$ cat config.mk
export PLATFORM = sky130hd
export DESIGN_NAME = scm_top
export DESIGN_NICKNAME = d
export VERILOG_FILES = /design/src/pkg/scm_pkg.sv /design/src/design/scm_top.sv /design/src/design/scm_sync.sv
export VERILOG_INCLUDE_DIRS = /design/src /design/src/pkg
export SDC_FILE = /design/constraint.sdc
export NUM_CORES = 1
export LEC_CHECK = 0
export BUFFER_PORTS_ARGS = -buffer_cell sky130_fd_sc_hd__buf_2
export CORE_ASPECT_RATIO = 1.75
export CORE_MARGIN = 3
export CORE_UTILIZATION = 59
export DETAILED_ROUTE_END_ITERATION = 12
export GPL_TIMING_DRIVEN = 0
export PLACE_DENSITY = 0.79
export RECOVER_POWER = 25
export SLEW_MARGIN = 10
export SYNTH_ARGS = -nofsm -noshare
export SYNTH_HDL_FRONTEND = slang
export SYNTH_SLANG_ARGS = --single-unit
$ cat constraint.sdc
create_clock -name sys_clk_i -period 2.83 [get_ports sys_clk_i]
set_clock_uncertainty 0.05 [all_clocks]
set_input_delay 0.7075 -clock sys_clk_i [delete_from_list [all_inputs] [get_ports sys_clk_i]]
set_output_delay 0.7075 -clock sys_clk_i [all_outputs]
set_load 0.03 [all_outputs]
$ cat src/pkg/scm_cfg.svh
// offsets, field positions, reset values and counts of the system control block
`ifndef SCM_CFG_SVH
`define SCM_CFG_SVH

// ----------------------------------------------------------------
// register byte offsets
// ----------------------------------------------------------------
`define SCM_OFS_JTAG_CTRL 8'h00
`define SCM_OFS_DMA_ROUTE 8'h04
`define SCM_OFS_DMA_SEC 8'h08
`define SCM_OFS_DMA_PERSEC 8'h0c
`define SCM_OFS_WD_PAUSE 8'h10
`define SCM_OFS_FREEZE 8'h14
`define SCM_OFS_BOOT_INFO 8'h18
`define SCM_OFS_VARIANT 8'h1c
`define SCM_OFS_SCRATCH0 8'h20
`define SCM_OFS_ECC_EN 8'h40
`define SCM_OFS_ECC_INJ 8'h44
`define SCM_OFS_PAR_INJ 8'h48
`define SCM_OFS_IRQ_STAT 8'h4c
`define SCM_OFS_MOD_STAT 8'h50

// ----------------------------------------------------------------
// field positions and reset values
// ----------------------------------------------------------------
`define SCM_ROUTE_W 4
`define SCM_ROUTE_RST 4'h0
`define SCM_FIXED_REQ 4
`define SCM_SEC_MGR_BIT 0
`define SCM_SEC_IRQ_BIT 1
`define SCM_FREEZE_BIT 0
`define SCM_FREEZE_RST 1'h1
`define SCM_BOOT_CLK_POS 8
`define SCM_VAR_CAN_POS 8
`define SCM_SCRATCH_N 8
`define SCM_SYNC_STAGES 2
`define SCM_SAMPLE_WAIT 2'h3
`define SCM_RESP_OKAY 2'h0
`define SCM_RESP_SLVERR 2'h2

`endif

$ cat src/pkg/scm_pkg.sv
// types shared by the system control block
package scm_pkg;
  // bus data word
  typedef logic [31:0] scm_word_t;
  // bus response code
  typedef logic [1:0] scm_resp_t;
  // write channel progress, gray along idle-collect-write-resp
  typedef enum logic [1:0] {
    SCM_WR_IDLE = 2'h0,
    SCM_WR_COLLECT = 2'h1,
    SCM_WR_WRITE = 2'h3,
    SCM_WR_RESP = 2'h2
  } scm_wr_st_t;
endpackage : scm_pkg

$ cat src/design/scm_top.sv
// system control block: register slave, routing and sideband outputs
//
// Our own choices: the AXI4-Lite slave port and the address map.
`timescale 1ns/1ps
`include "scm_cfg.svh"
module scm_top #(
  parameter int ADDR_W = 8,
  parameter int NCPU = 2,
  parameter int ECC_N = 8,
  parameter int PAR_N = 4,
  parameter int IRQ_N = 8,
  parameter int STAT_W = 32,
  parameter logic [7:0] CORE_COUNT = 8'h02,
  parameter logic CAN_PRESENT = 1'h1
) (
  input wire logic sys_clk_i,
  input wire logic sys_rst_i,
  input wire logic ce_i,
  input wire logic [ADDR_W-1:0] s_axi_awaddr_i,
  input wire logic s_axi_awvalid_i,
  output logic s_axi_awready_o,
  input wire scm_pkg::scm_word_t s_axi_wdata_i,
  input wire logic [3:0] s_axi_wstrb_i,
  input wire logic s_axi_wvalid_i,
  output logic s_axi_wready_o,
  output scm_pkg::scm_resp_t s_axi_bresp_o,
  output logic s_axi_bvalid_o,
  input wire logic s_axi_bready_i,
  input wire logic [ADDR_W-1:0] s_axi_araddr_i,
  input wire logic s_axi_arvalid_i,
  output logic s_axi_arready_o,
  output scm_pkg::scm_word_t s_axi_rdata_o,
  output scm_pkg::scm_resp_t s_axi_rresp_o,
  output logic s_axi_rvalid_o,
  input wire logic s_axi_rready_i,
  input wire logic [7:0] fab_dma_req_i,
  input wire logic [1:0] can0_dma_req_i,
  input wire logic [1:0] can1_dma_req_i,
  output logic [7:0] dma_req_o,
  output logic dma_mgr_nonsecure_o,
  output logic dma_irq_nonsecure_o,
  output scm_pkg::scm_word_t dma_periph_nonsecure_o,
  input wire logic pin_tck_i,
  input wire logic pin_tms_i,
  input wire logic pin_tdi_i,
  input wire logic scan_tck_i,
  input wire logic scan_tms_i,
  input wire logic scan_tdi_i,
  input wire logic fab_tdo_i,
  output logic fab_tck_o,
  output logic fab_tms_o,
  output logic fab_tdi_o,
  output logic pin_tdo_o,
  output logic scan_tdo_o,
  input wire logic [NCPU-1:0] cpu_debug_i,
  output logic [NCPU-1:0] wd_pause_o,
  input wire logic serial_cfg_i,
  output logic io_freeze_o,
  input wire logic [2:0] boot_source_pins_i,
  input wire logic [1:0] clock_source_pins_i,
  output logic [ECC_N-1:0] ecc_en_o,
  output logic [ECC_N-1:0] ecc_inject_o,
  output logic [PAR_N-1:0] parity_inject_o,
  input wire logic [IRQ_N-1:0] ecc_irq_i,
  output logic [IRQ_N-1:0] mpu_ecc_irq_o,
  input wire logic [STAT_W-1:0] mod_status_i
);
  import scm_pkg::*;

  // ----------------------------------------------------------------
  // input synchronisers
  // ----------------------------------------------------------------
  // total width of all outside levels
  localparam int SW = 12 + 7 + NCPU + 1 + 5 + IRQ_N + STAT_W;
  // synchronised view of every outside level
  logic [SW-1:0] sync_vec;
  logic [7:0] fab_s;
  logic [1:0] can0_s;
  logic [1:0] can1_s;
  logic [6:0] jtag_s;
  logic [NCPU-1:0] dbg_s;
  logic cfg_s;
  logic [4:0] pins_s;
  logic [IRQ_N-1:0] irq_s;
  logic [STAT_W-1:0] stat_s;

  scm_sync #(.W(SW)) u_sync (
    .sys_clk_i(sys_clk_i),
    .sys_rst_i(sys_rst_i),
    .ce_i(ce_i),
    .async_i({fab_dma_req_i, can0_dma_req_i, can1_dma_req_i,
              pin_tck_i, pin_tms_i, pin_tdi_i,
              scan_tck_i, scan_tms_i, scan_tdi_i, fab_tdo_i,
              cpu_debug_i, serial_cfg_i,
              boot_source_pins_i, clock_source_pins_i,
              ecc_irq_i, mod_status_i}),
    .sync_o(sync_vec)
  );

  // split the synchronised vector back into its groups
  assign {fab_s, can0_s, can1_s, jtag_s, dbg_s, cfg_s, pins_s, irq_s,
          stat_s} = sync_vec;

  // ----------------------------------------------------------------
  // helper functions
  // ----------------------------------------------------------------
  // byte-lane merge of a write into an old word
  function automatic scm_word_t scm_merge(input scm_word_t old_w,
                                          input scm_word_t new_w,
                                          input logic [3:0] strb);
    scm_word_t res;
    res = old_w;
    for (int b = 0; b < 4; b++) begin
      if (strb[b]) begin
        res[8*b +: 8] = new_w[8*b +: 8];
      end
    end
    return res;
  endfunction : scm_merge

  // true when an address names a mapped register
  function automatic logic scm_mapped(input logic [ADDR_W-1:0] a);
    logic [7:0] a8;
    a8 = 8'(a);
    return (a8 <= `SCM_OFS_MOD_STAT) && (a8[1:0] == 2'h0);
  endfunction : scm_mapped

  // ----------------------------------------------------------------
  // register storage
  // ----------------------------------------------------------------
  logic jtag_sel_ff; // 1: scan controller drives fabric jtag
  logic [`SCM_ROUTE_W-1:0] route_ff; // per-line can select
  logic [1:0] dma_sec_ff; // manager and irq nonsecure
  scm_word_t persec_ff; // per-request nonsecure bits
  logic [NCPU-1:0] wd_en_ff; // pause enable per watchdog
  logic freeze_ff; // software freeze hold
  logic [4:0] boot_ff; // captured boot and clock pins
  logic [1:0] samp_cnt_ff; // wait for synchronised pins
  logic samp_done_ff; // pins captured once
  scm_word_t scratch_ff [`SCM_SCRATCH_N]; // boot-stage scratch
  logic [ECC_N-1:0] ecc_en_ff;
  logic [ECC_N-1:0] ecc_inj_ff;
  logic [PAR_N-1:0] par_inj_ff;
  logic [IRQ_N-1:0] irq_ff; // routed interrupt levels
  logic [STAT_W-1:0] stat_ff; // captured module status

  // ----------------------------------------------------------------
  // write channel
  // ----------------------------------------------------------------
  scm_wr_st_t wr_st_ff;
  scm_wr_st_t nxt_wr_st;
  logic aw_got_ff;
  logic w_got_ff;
  logic [ADDR_W-1:0] waddr_ff;
  scm_word_t wdata_ff;
  logic [3:0] wstrb_ff;
  logic awready_ff;
  logic wready_ff;
  logic bvalid_ff;
  scm_resp_t bresp_ff;
  logic aw_take;
  logic w_take;
  logic do_write;
  logic [7:0] wa8;

  assign aw_take = s_axi_awvalid_i && awready_ff;
  assign w_take = s_axi_wvalid_i && wready_ff;
  assign do_write = (wr_st_ff == SCM_WR_WRITE);
  assign wa8 = 8'(waddr_ff);

  // next write state from the captures and the response handshake
  always_comb begin
    nxt_wr_st = wr_st_ff;
    case (wr_st_ff)
      SCM_WR_IDLE, SCM_WR_COLLECT: begin
        if ((aw_got_ff || aw_take) && (w_got_ff || w_take)) begin
          nxt_wr_st = SCM_WR_WRITE;
        end else if (aw_take || w_take) begin
          nxt_wr_st = SCM_WR_COLLECT;
        end
      end
      SCM_WR_WRITE: nxt_wr_st = SCM_WR_RESP;
      SCM_WR_RESP: begin
        if (s_axi_bready_i) begin
          nxt_wr_st = SCM_WR_IDLE;
        end
      end
      default: nxt_wr_st = SCM_WR_IDLE;
    endcase
  end

  // address and data captured in either order, released after response
  always_ff @(posedge sys_clk_i) begin
    if (sys_rst_i) begin
      wr_st_ff <= SCM_WR_IDLE;
      aw_got_ff <= 1'h0;
      w_got_ff <= 1'h0;
      awready_ff <= 1'h0;
      wready_ff <= 1'h0;
      bvalid_ff <= 1'h0;
      bresp_ff <= `SCM_RESP_OKAY;
      waddr_ff <= '0;
      wdata_ff <= '0;
      wstrb_ff <= 4'h0;
    end else if (ce_i) begin
      wr_st_ff <= nxt_wr_st;
      if (aw_take) begin
        waddr_ff <= s_axi_awaddr_i;
      end
      if (w_take) begin
        wdata_ff <= s_axi_wdata_i;
        wstrb_ff <= s_axi_wstrb_i;
      end
      aw_got_ff <= (aw_got_ff || aw_take) && !do_write;
      w_got_ff <= (w_got_ff || w_take) && !do_write;
      awready_ff <= (nxt_wr_st == SCM_WR_IDLE) ||
                    ((nxt_wr_st == SCM_WR_COLLECT) && !aw_got_ff &&
                     !aw_take);
      wready_ff <= (nxt_wr_st == SCM_WR_IDLE) ||
                   ((nxt_wr_st == SCM_WR_COLLECT) && !w_got_ff &&
                    !w_take);
      bvalid_ff <= (nxt_wr_st == SCM_WR_RESP);
      if (do_write) begin
        bresp_ff <= scm_mapped(waddr_ff) ? `SCM_RESP_OKAY :
                    `SCM_RESP_SLVERR;
      end
    end
  end

  // ----------------------------------------------------------------
  // control registers written by software
  // ----------------------------------------------------------------
  // jtag select, route field and dma security
  always_ff @(posedge sys_clk_i) begin
    if (sys_rst_i) begin
      jtag_sel_ff <= 1'h0;
      route_ff <= `SCM_ROUTE_RST;
      dma_sec_ff <= 2'h0;
      persec_ff <= '0;
    end else if (ce_i && do_write) begin
      case (wa8)
        `SCM_OFS_JTAG_CTRL: if (wstrb_ff[0]) begin
          jtag_sel_ff <= wdata_ff[0];
        end
        `SCM_OFS_DMA_ROUTE: if (wstrb_ff[0]) begin
          route_ff <= wdata_ff[`SCM_ROUTE_W-1:0];
        end
        `SCM_OFS_DMA_SEC: if (wstrb_ff[0]) begin
          dma_sec_ff <= wdata_ff[1:0];
        end
        `SCM_OFS_DMA_PERSEC: begin
          persec_ff <= scm_merge(persec_ff, wdata_ff, wstrb_ff);
        end
        default: ;
      endcase
    end
  end

  // watchdog enables, freeze hold, ecc and parity controls
  always_ff @(posedge sys_clk_i) begin
    if (sys_rst_i) begin
      wd_en_ff <= '1;
      freeze_ff <= `SCM_FREEZE_RST;
      ecc_en_ff <= '0;
      ecc_inj_ff <= '0;
      par_inj_ff <= '0;
    end else if (ce_i && do_write) begin
      case (wa8)
        `SCM_OFS_WD_PAUSE: if (wstrb_ff[0]) begin
          wd_en_ff <= wdata_ff[NCPU-1:0];
        end
        `SCM_OFS_FREEZE: if (wstrb_ff[0]) begin
          freeze_ff <= wdata_ff[`SCM_FREEZE_BIT];
        end
        `SCM_OFS_ECC_EN: begin
          ecc_en_ff <= ECC_N'(scm_merge(32'(ecc_en_ff), wdata_ff,
                                        wstrb_ff));
        end
        `SCM_OFS_ECC_INJ: begin
          ecc_inj_ff <= ECC_N'(scm_merge(32'(ecc_inj_ff), wdata_ff,
                                         wstrb_ff));
        end
        `SCM_OFS_PAR_INJ: begin
          par_inj_ff <= PAR_N'(scm_merge(32'(par_inj_ff), wdata_ff,
                                         wstrb_ff));
        end
        default: ;
      endcase
    end
  end

  // eight scratch words for boot-stage hand-off
  always_ff @(posedge sys_clk_i) begin
    if (sys_rst_i) begin
      for (int i = 0; i < `SCM_SCRATCH_N; i++) begin
        scratch_ff[i] <= '0;
      end
    end else if (ce_i && do_write) begin
      for (int i = 0; i < `SCM_SCRATCH_N; i++) begin
        if (wa8 == `SCM_OFS_SCRATCH0 + 8'(4 * i)) begin
          scratch_ff[i] <= scm_merge(scratch_ff[i], wdata_ff,
                                     wstrb_ff);
        end
      end
    end
  end

  // ----------------------------------------------------------------
  // status capture
  // ----------------------------------------------------------------
  // boot and clock pins caught once, after the synchroniser fills
  always_ff @(posedge sys_clk_i) begin
    if (sys_rst_i) begin
      samp_cnt_ff <= 2'h0;
      samp_done_ff <= 1'h0;
      boot_ff <= 5'h00;
    end else if (ce_i && !samp_done_ff) begin
      samp_cnt_ff <= samp_cnt_ff + 2'h1;
      if (samp_cnt_ff == `SCM_SAMPLE_WAIT) begin
        boot_ff <= pins_s;
        samp_done_ff <= 1'h1;
      end
    end
  end

  // module status and interrupt levels, refreshed every cycle that ce_i is high
  always_ff @(posedge sys_clk_i) begin
    if (sys_rst_i) begin
      stat_ff <= '0;
      irq_ff <= '0;
    end else if (ce_i) begin
      stat_ff <= stat_s;
      irq_ff <= irq_s;
    end
  end

  // ----------------------------------------------------------------
  // read channel
  // ----------------------------------------------------------------
  logic arready_ff;
  logic rvalid_ff;
  scm_word_t rdata_ff;
  scm_resp_t rresp_ff;
  scm_word_t rd_word;
  logic ar_take;
  logic [7:0] ra8;

  assign ar_take = s_axi_arvalid_i && arready_ff;
  assign ra8 = 8'(s_axi_araddr_i);

  // read mux; reads have no side effects
  always_comb begin
    rd_word = '0;
    case (ra8)
      `SCM_OFS_JTAG_CTRL: rd_word[0] = jtag_sel_ff;
      `SCM_OFS_DMA_ROUTE: rd_word[`SCM_ROUTE_W-1:0] = route_ff;
      `SCM_OFS_DMA_SEC: rd_word[1:0] = dma_sec_ff;
      `SCM_OFS_DMA_PERSEC: rd_word = persec_ff;
      `SCM_OFS_WD_PAUSE: rd_word[NCPU-1:0] = wd_en_ff;
      `SCM_OFS_FREEZE: rd_word[0] = io_freeze_o;
      `SCM_OFS_BOOT_INFO: begin
        rd_word[2:0] = boot_ff[4:2];
        rd_word[`SCM_BOOT_CLK_POS +: 2] = boot_ff[1:0];
      end
      `SCM_OFS_VARIANT: begin
        rd_word[7:0] = CORE_COUNT;
        rd_word[`SCM_VAR_CAN_POS] = CAN_PRESENT;
      end
      `SCM_OFS_ECC_EN: rd_word[ECC_N-1:0] = ecc_en_ff;
      `SCM_OFS_ECC_INJ: rd_word[ECC_N-1:0] = ecc_inj_ff;
      `SCM_OFS_PAR_INJ: rd_word[PAR_N-1:0] = par_inj_ff;
      `SCM_OFS_IRQ_STAT: rd_word[IRQ_N-1:0] = irq_ff;
      `SCM_OFS_MOD_STAT: rd_word[STAT_W-1:0] = stat_ff;
      default: begin
        // unaligned scratch addresses answer with zero data
        if (ra8 >= `SCM_OFS_SCRATCH0 && ra8 < `SCM_OFS_ECC_EN &&
            ra8[1:0] == 2'h0) begin
          rd_word = scratch_ff[ra8[4:2]];
        end
      end
    endcase
  end

  // one read at a time, answer one edge after the address is taken
  always_ff @(posedge sys_clk_i) begin
    if (sys_rst_i) begin
      arready_ff <= 1'h0;
      rvalid_ff <= 1'h0;
      rdata_ff <= '0;
      rresp_ff <= `SCM_RESP_OKAY;
    end else if (ce_i) begin
      if (ar_take) begin
        rdata_ff <= rd_word;
        rresp_ff <= scm_mapped(s_axi_araddr_i) ? `SCM_RESP_OKAY :
                    `SCM_RESP_SLVERR;
      end
      rvalid_ff <= ar_take || (rvalid_ff && !s_axi_rready_i);
      arready_ff <= !(ar_take || (rvalid_ff && !s_axi_rready_i));
    end
  end

  // ----------------------------------------------------------------
  // sideband outputs
  // ----------------------------------------------------------------
  logic [7:0] dma_ff;
  logic [2:0] fjtag_ff;
  logic [1:0] tdo_ff;
  logic [NCPU-1:0] pause_ff;
  logic frz_out_ff;

  // request routing; lines 0-3 fixed, 4-7 by route bits
  always_ff @(posedge sys_clk_i) begin
    if (sys_rst_i) begin
      dma_ff <= 8'h00;
    end else if (ce_i) begin
      dma_ff[3:0] <= fab_s[3:0];
      dma_ff[4] <= route_ff[0] ? can0_s[0] : fab_s[4];
      dma_ff[5] <= route_ff[1] ? can0_s[1] : fab_s[5];
      dma_ff[6] <= route_ff[2] ? can1_s[0] : fab_s[6];
      dma_ff[7] <= route_ff[3] ? can1_s[1] : fab_s[7];
    end
  end

  // fabric jtag mux; tdo returned only to the selected source
  always_ff @(posedge sys_clk_i) begin
    if (sys_rst_i) begin
      fjtag_ff <= 3'h0;
      tdo_ff <= 2'h0;
    end else if (ce_i) begin
      fjtag_ff <= jtag_sel_ff ? jtag_s[3:1] : jtag_s[6:4];
      tdo_ff <= jtag_sel_ff ? {1'h0, jtag_s[0]} : {jtag_s[0], 1'h0};
    end
  end

  // watchdog pause and i/o freeze
  always_ff @(posedge sys_clk_i) begin
    if (sys_rst_i) begin
      pause_ff <= '0;
      frz_out_ff <= 1'h1;
    end else if (ce_i) begin
      pause_ff <= dbg_s & wd_en_ff;
      frz_out_ff <= freeze_ff || cfg_s;
    end
  end

  // ----------------------------------------------------------------
  // checks
  // ----------------------------------------------------------------
  a_fixed_lines: assert property (
    @(posedge sys_clk_i) disable iff (sys_rst_i)
    ce_i |=> dma_req_o[3:0] == $past(fab_s[3:0]))
    else $error("request lines 0-3 not from fabric");
  a_route_low: assert property (
    @(posedge sys_clk_i) disable iff (sys_rst_i)
    ce_i |=> dma_req_o[4] == $past(route_ff[0] ? can0_s[0] : fab_s[4]))
    else $error("request line 4 misrouted");
  a_route_high: assert property (
    @(posedge sys_clk_i) disable iff (sys_rst_i)
    ce_i && route_ff[3] |=> dma_req_o[7] == $past(can1_s[1]))
    else $error("request line 7 not from second can");
  a_route_reset: assert property (
    @(posedge sys_clk_i) disable iff (sys_rst_i)
    $past(sys_rst_i) |-> route_ff == 4'h0)
    else $error("route field not zero after reset");
  a_jtag_source: assert property (
    @(posedge sys_clk_i) disable iff (sys_rst_i)
    ce_i |=> fab_tck_o == $past(jtag_sel_ff ? jtag_s[3] : jtag_s[6]))
    else $error("fabric jtag clock from wrong source");
  a_wd_pause: assert property (
    @(posedge sys_clk_i) disable iff (sys_rst_i)
    ce_i |=> wd_pause_o == $past(dbg_s & wd_en_ff))
    else $error("watchdog pause mismatch");
  a_freeze_cfg: assert property (
    @(posedge sys_clk_i) disable iff (sys_rst_i)
    ce_i && cfg_s |=> io_freeze_o)
    else $error("pins not frozen during configuration");
  a_freeze_reset: assert property (
    @(posedge sys_clk_i) disable iff (sys_rst_i)
    $past(sys_rst_i) |-> io_freeze_o)
    else $error("pins not frozen after reset");
  a_write_answer: assert property (
    @(posedge sys_clk_i) disable iff (sys_rst_i)
    ce_i && do_write |=> s_axi_bvalid_o && !s_axi_awready_o)
    else $error("write response missing");
  a_read_answer: assert property (
    @(posedge sys_clk_i) disable iff (sys_rst_i)
    ce_i && ar_take |=> s_axi_rvalid_o && !s_axi_arready_o)
    else $error("read response missing");

  // ----------------------------------------------------------------
  // output drive
  // ----------------------------------------------------------------
  assign s_axi_awready_o = awready_ff;
  assign s_axi_wready_o = wready_ff;
  assign s_axi_bvalid_o = bvalid_ff;
  assign s_axi_bresp_o = bresp_ff;
  assign s_axi_arready_o = arready_ff;
  assign s_axi_rvalid_o = rvalid_ff;
  assign s_axi_rdata_o = rdata_ff;
  assign s_axi_rresp_o = rresp_ff;
  assign dma_req_o = dma_ff;
  assign dma_mgr_nonsecure_o = dma_sec_ff[`SCM_SEC_MGR_BIT];
  assign dma_irq_nonsecure_o = dma_sec_ff[`SCM_SEC_IRQ_BIT];
  assign dma_periph_nonsecure_o = persec_ff;
  assign {fab_tck_o, fab_tms_o, fab_tdi_o} = fjtag_ff;
  assign {pin_tdo_o, scan_tdo_o} = tdo_ff;
  assign wd_pause_o = pause_ff;
  assign io_freeze_o = frz_out_ff;
  assign ecc_en_o = ecc_en_ff;
  assign ecc_inject_o = ecc_inj_ff;
  assign parity_inject_o = par_inj_ff;
  assign mpu_ecc_irq_o = irq_ff;
endmodule : scm_top

$ cat src/design/scm_sync.sv
// two-stage synchroniser for a vector of outside levels
`timescale 1ns/1ps
module scm_sync #(
  parameter int W = 1
) (
  input wire logic sys_clk_i,
  input wire logic sys_rst_i,
  input wire logic ce_i,
  input wire logic [W-1:0] async_i,
  output logic [W-1:0] sync_o
);
  // first stage, read only by the second
  logic [W-1:0] meta_ff;
  // second stage
  logic [W-1:0] sync_ff;

  // both stages move together under the clock enable
  always_ff @(posedge sys_clk_i) begin
    if (sys_rst_i) begin
      meta_ff <= '0;
      sync_ff <= '0;
    end else if (ce_i) begin
      meta_ff <= async_i;
      sync_ff <= meta_ff;
    end
  end

  assign sync_o = sync_ff;
endmodule : scm_sync

# == After elaboration in Yosys (flattened, before gate mapping) ==
# Memories as Yosys holds them, arrays and structs flattened.
# Index checks and enable logic that the tools add are counted.
# op_classes
addsub,1
n_lt_le_gt_ge,4
eq_ne,66
muxes,215
n_bitwise,33
n_reduce_logical,95
# op_table
operator,n
$mux 8,160
$ne 4x4->1 const B,32
$reduce_and 2->1,37
$pmux 22 s3,1
$eq 8x6->1 const B,8
$eq 8x7->1 const B,8
$eq 8x5->1 const B,6
$mux 1,38
$reduce_and 3->1,12
$eq 8x4->1 const B,4
$mux 32,1
$or 1x1->1,32
$pmux 4 s6,1
$logic_and 1x1->1,17
$eq 8x3->1 const B,2
$le 8x7->1 const B,2
$logic_not 8->1,2
$pmux 1 s13,1
$mux 2,6
$pmux 1 s12,1
$reduce_or 11->1,1
$reduce_or 10->1,1
$pmux 1 s9,1
$reduce_or 9->1,1
18 further kinds,39
# word_totals
ff_bits,349
ram_bits,256
inputBits,127
out_inout_bits,119
word_cells,453
n_memories,1
# mem_list
memory,depth,width,rd,rd_clocked_by_memory_dff,wr,line,rtl
scratch_ff,8,32,1,0,8,scm_top.sv:140,scm_word_t scratch_ff [`SCM_SCRATCH_N];

# == Longest topological paths before layout ==
# logic_depth
ltp_word,9
mapped_depth,8
ltp_nobuf,5

# == Cells and area by module ==
# Synthesis repeated with hierarchy kept, for this count alone.
# unflattened
hier_cells,2154
area_unflattened_um2,25054.0
# modules_own_cells
module,instances,cells_per_inst,area_each_um2,seq_area_each_um2
scm_top,1,1722,20305.7,11951.5
scm_sync,1,432,4748.3,2682.6

# == Worst setup path after synthesis ==
# Ideal clock, no wire load.
# synth_path
path_type,input to register
from,input ce_i
to,"memory scratch_ff[5][10] (netlist bit), enable pin"
setup_ns,0.326
t_arrival_ns,2.051
required_time_ns,2.454
slack_ns,0.403
cell_stages,7
n_path_buf,3
cell_sequence,clkbuf_1 -> and3_1 -> buf_2 -> nand4b_1 -> nor2_2 -> buf_2 -> a21o_1
# synth_lines
element,line,rtl
start: declaration,scm_top.sv:18,"input wire logic ce_i,"
end: declaration,scm_top.sv:140,

==> impl_metrics.py <==
metrics = {
    "synth": {
        "syn_area_per_cell_um2": 11.5,
        "synth_edf_count": 256,
        "yosys-top-cells-count": "347 x dfxtp_1, 262 x nor2_1, 256 x edfxtp_1, 235 x mux2i_1, 200 x and3_1",
        "synth_most_common_cell": "dfxtp_1",
        "async_reset_ff_share_pct": 0,
        "yosysTopAreaCell": "edfxtp_1",
        "synth_area_mm2": 0.0251,
        "synth-seq-cells": 603,
        "ys.flop_type": "dfxtp_1",
        "synth_area_leaders": "edfxtp_1 31%, dfxtp_1 28%, mux2i_1 9.4%",
        "ys_seq_area_share_pct": 58.3,
        "synth_top_cell_area_share_pct": 30.6,
        "postSynthCellCount": 2181,
        "ys_types": 66,
        "yosysWarnings": 0,
    },
    "sta": {
        "max_freq_mhz": 355,
        "final-max-slew-violation-count": 0,
        "period_share_pct": 99.6,
        "tightestPinTransition_ps": 1250,
        "hold_violations": 0,
        "finalSetupViolCount": 0,
        "worst_slack_ps": 9.91,
        "rsz0062_at_grt": "no",
        "max_slew_margin_pct": 15.3,
        "fin_crit_ps": 2820,
    },
    "detailed_routing": {
        "drtAntennaViolNets": 0,
        "route.detailed.drc": 0,
        "vias_per_cell": 6.28,
        "vias": 19295,
        "drt_iter0_drc": 2010,
        "wl_per_cell_um": 26.4,
        "first_pass_iters": 6,
        "wl_um": 81000,
    },
    "pwr": {
        "p_total_w": 0.0184,
        "p_leak_nw": 11.8,
        "peakVddDrop_mv": 0.765,
        "powerDensity_mw_per_mm2": 641,
    },
    "setup_path": {
        "start_kind": "flop",
        "required_ps": 3040,
        "crit_path_end_kind": "flop",
        "critPathKind": "reg2reg",
        "critPathMaxFanout": 10,
        "worstPathArrival_ps": 3030,
    },
    "flow_run": {
        "maxCapViolCount": 0,
    },
    "placed_design": {
        "port_buffers": 240,
        "pre_cts_ws_ps": -603,
        "place_congestion": 0.968,
        "dp_hpwl_um": 61100,
        "post-place-cells": 2977,
    },
    "global_routing": {
        "grt_max_degree": 18,
        "grt_pass1_wl_um": 118000,
        "grt_pass1_vias": 19551,
        "antenna_found_initial": 1,
        "grt_usage_pct": 35.1,
        "overflow": 0,
    },
    "status": {
        "outcome": "completed",
    },
    "layout": {
        "drive_above_1_share_pct": 14.7,
        "n_antenna_cell": 0,
        "fillCellCount": 3170,
        "area_delta_synth_final_pct": 14.3,
        "final_net_count": 2605,
        "final_cells": 3073,
        "post-route-util_pct": 68.5,
        "multi_input_area_mm2": 0.00959,
        "ff_latch_area_mm2": 0.0146,
    },
    "die": {
        "die_area_mm2": 0.0451,
        "start_util_pct": 59.9,
        "core_mm2": 0.0419,
        "die_w_um": 162,
        "die_h_um": 279,
        "row_count": 99,
        "num_io_pins": 246,
    },
    "clock_network": {
        "cts_tree": "yes",
        "clock_path_buffers": 3,
        "path_clk_slew_ps": 70,
        "numCtsBuffers": 51,
        "hold_buffers": 0,
        "cts.sinks": 603,
        "root_buffer": "clkbuf_16",
        "clk_latency_ps": 610,
        "htree_levels": 2,
    },
    "min_path": {
        "hp-class": "in2reg",
    },
}
layout make-up:
type | instances | share of cell area [%]
multi-input cells | 1386 | 33.5
inverters | 4 | 0.0524
clock inverters | 24 | 1.03
plain buffers | 189 | 3.02
well taps | 555 | 2.42
repair buffers | 242 | 3.81
flip-flops and latches | 603 | 51.0
clock buffers | 70 | 5.17
sequential cells by signal, indices dropped and copies added, names as in the netlist, 3 cells and up:
register / count
wa8: 8
stat_ff: 32
ecc_inject_o: 8
u_sync.sync_o: 67
ecc_en_o: 8
dma_periph_nonsecure_o: 32
mpu_ecc_irq_o: 8
parity_inject_o: 4
wstrb_ff: 4
route_ff: 4
dma_req_o: 8
fjtag_ff: 3
boot_ff: 5
scratch_ff: 256
wdata_ff: 32
s_axi_rdata_o: 32
u_sync.meta_ff: 67
report_power, final:
part	internal (W)	switching (W)	leakage, nW	total, W
registers	0.00933	0.000176	5.46	0.00951
logic	0.000491	0.000881	5.48	0.00137
clock network	0.00424	0.00325	0.878	0.00749
through the flow:
| step | setup TNS [ps] | hold slack, ps | cell area [um2] |
|---|---|---|---|
| 4_1_cts | 0 | 275 | 28800 |
| 6_report | 0 | 283 | 28700 |
| 3_5_place_dp | -107980 | 404 | 27000 |
| 3_3_place_gp | -89190 | 399 | 27000 |
| 5_1_grt | 0 | 289 | 28700 |
| 2_1_floorplan | 0 | 386 | 25100 |
metal layers:
metal / global-route usage, % / vias to the layer above / wire (um)
met5: 0 / - / 19
met1: 36.8 / 9302 / 25900
met4: 27.1 / 2 / 7920
li1: - / 8470 / -
met2: 61.5 / 1137 / 40400
met3: 6.37 / 384 / 6810
cell usage in the layout, fill, tap and decap left out, drive strengths merged, types with 5 or more instances in the layout:
cell,Yosys,final
nand3,69,69
o21a,22,22
a221oi,24,24
o21ai,12,12
a21oi,120,120
nor3,35,35
mux2i,235,235
a211oi,12,12
and3,200,200
buf,68,201
nand2,177,177
nor2,269,269
clkbuf,121,300
mux4,64,64
bufinv,0,6
nor2b,38,38
clkinv,0,13
inv,4,8
nand2b,5,5
edfxtp,256,256
a21o,33,33
dfxtp,347,347
a22oi,7,7
critical path, stage by stage, from the launching register on:
cell and delay (ps):
dfxtp_1 500, and3_1 200, buf_2 180, nand4b_1 340, nor2_4 430, buf_2 360, a21o_1 430
path summary, 6_finish.rpt:
kind                          start                end  slack (ps)  cells past startpoint
hold reg to reg         wdata_ff[6]    ecc_inject_o[6]         430                      2
hold / removal    s_axi_wdata_i[15]       wdata_ff[15]         280                      3
setup reg to reg        wr_st_ff[1]  scratch_ff[5][30]          10                      6
setup / recovery        wr_st_ff[1]  scratch_ff[5][30]          10                      6
timing repair:
action	in CTS	in global routing
resized for setup	2	3
gates cloned	0	0
setup endpoints to repair	22	55
setup buffers	0	2
pin swaps	0	1
hold endpoints to repair	0	0
cell families (layout without fill, tap and decap cells):
logic type | Yosys count | in the layout | synth area share (%)
XOR/XNOR | 1 | 1 | 0.0349
flip-flops | 603 | 603 | 58.3
adder cells (fa/ha/maj) | 1 | 1 | 0.0498
multiplexers | 300 | 300 | 15.2
AO/OA/AOI/OAI | 259 | 259 | 6.80
other | 1 | 2 | 0.0149
AND/OR/NAND/NOR | 823 | 823 | 16.1
buffers and inverters | 193 | 529 | 3.52
Note: power is estimated with default switching activity, not from simulation.
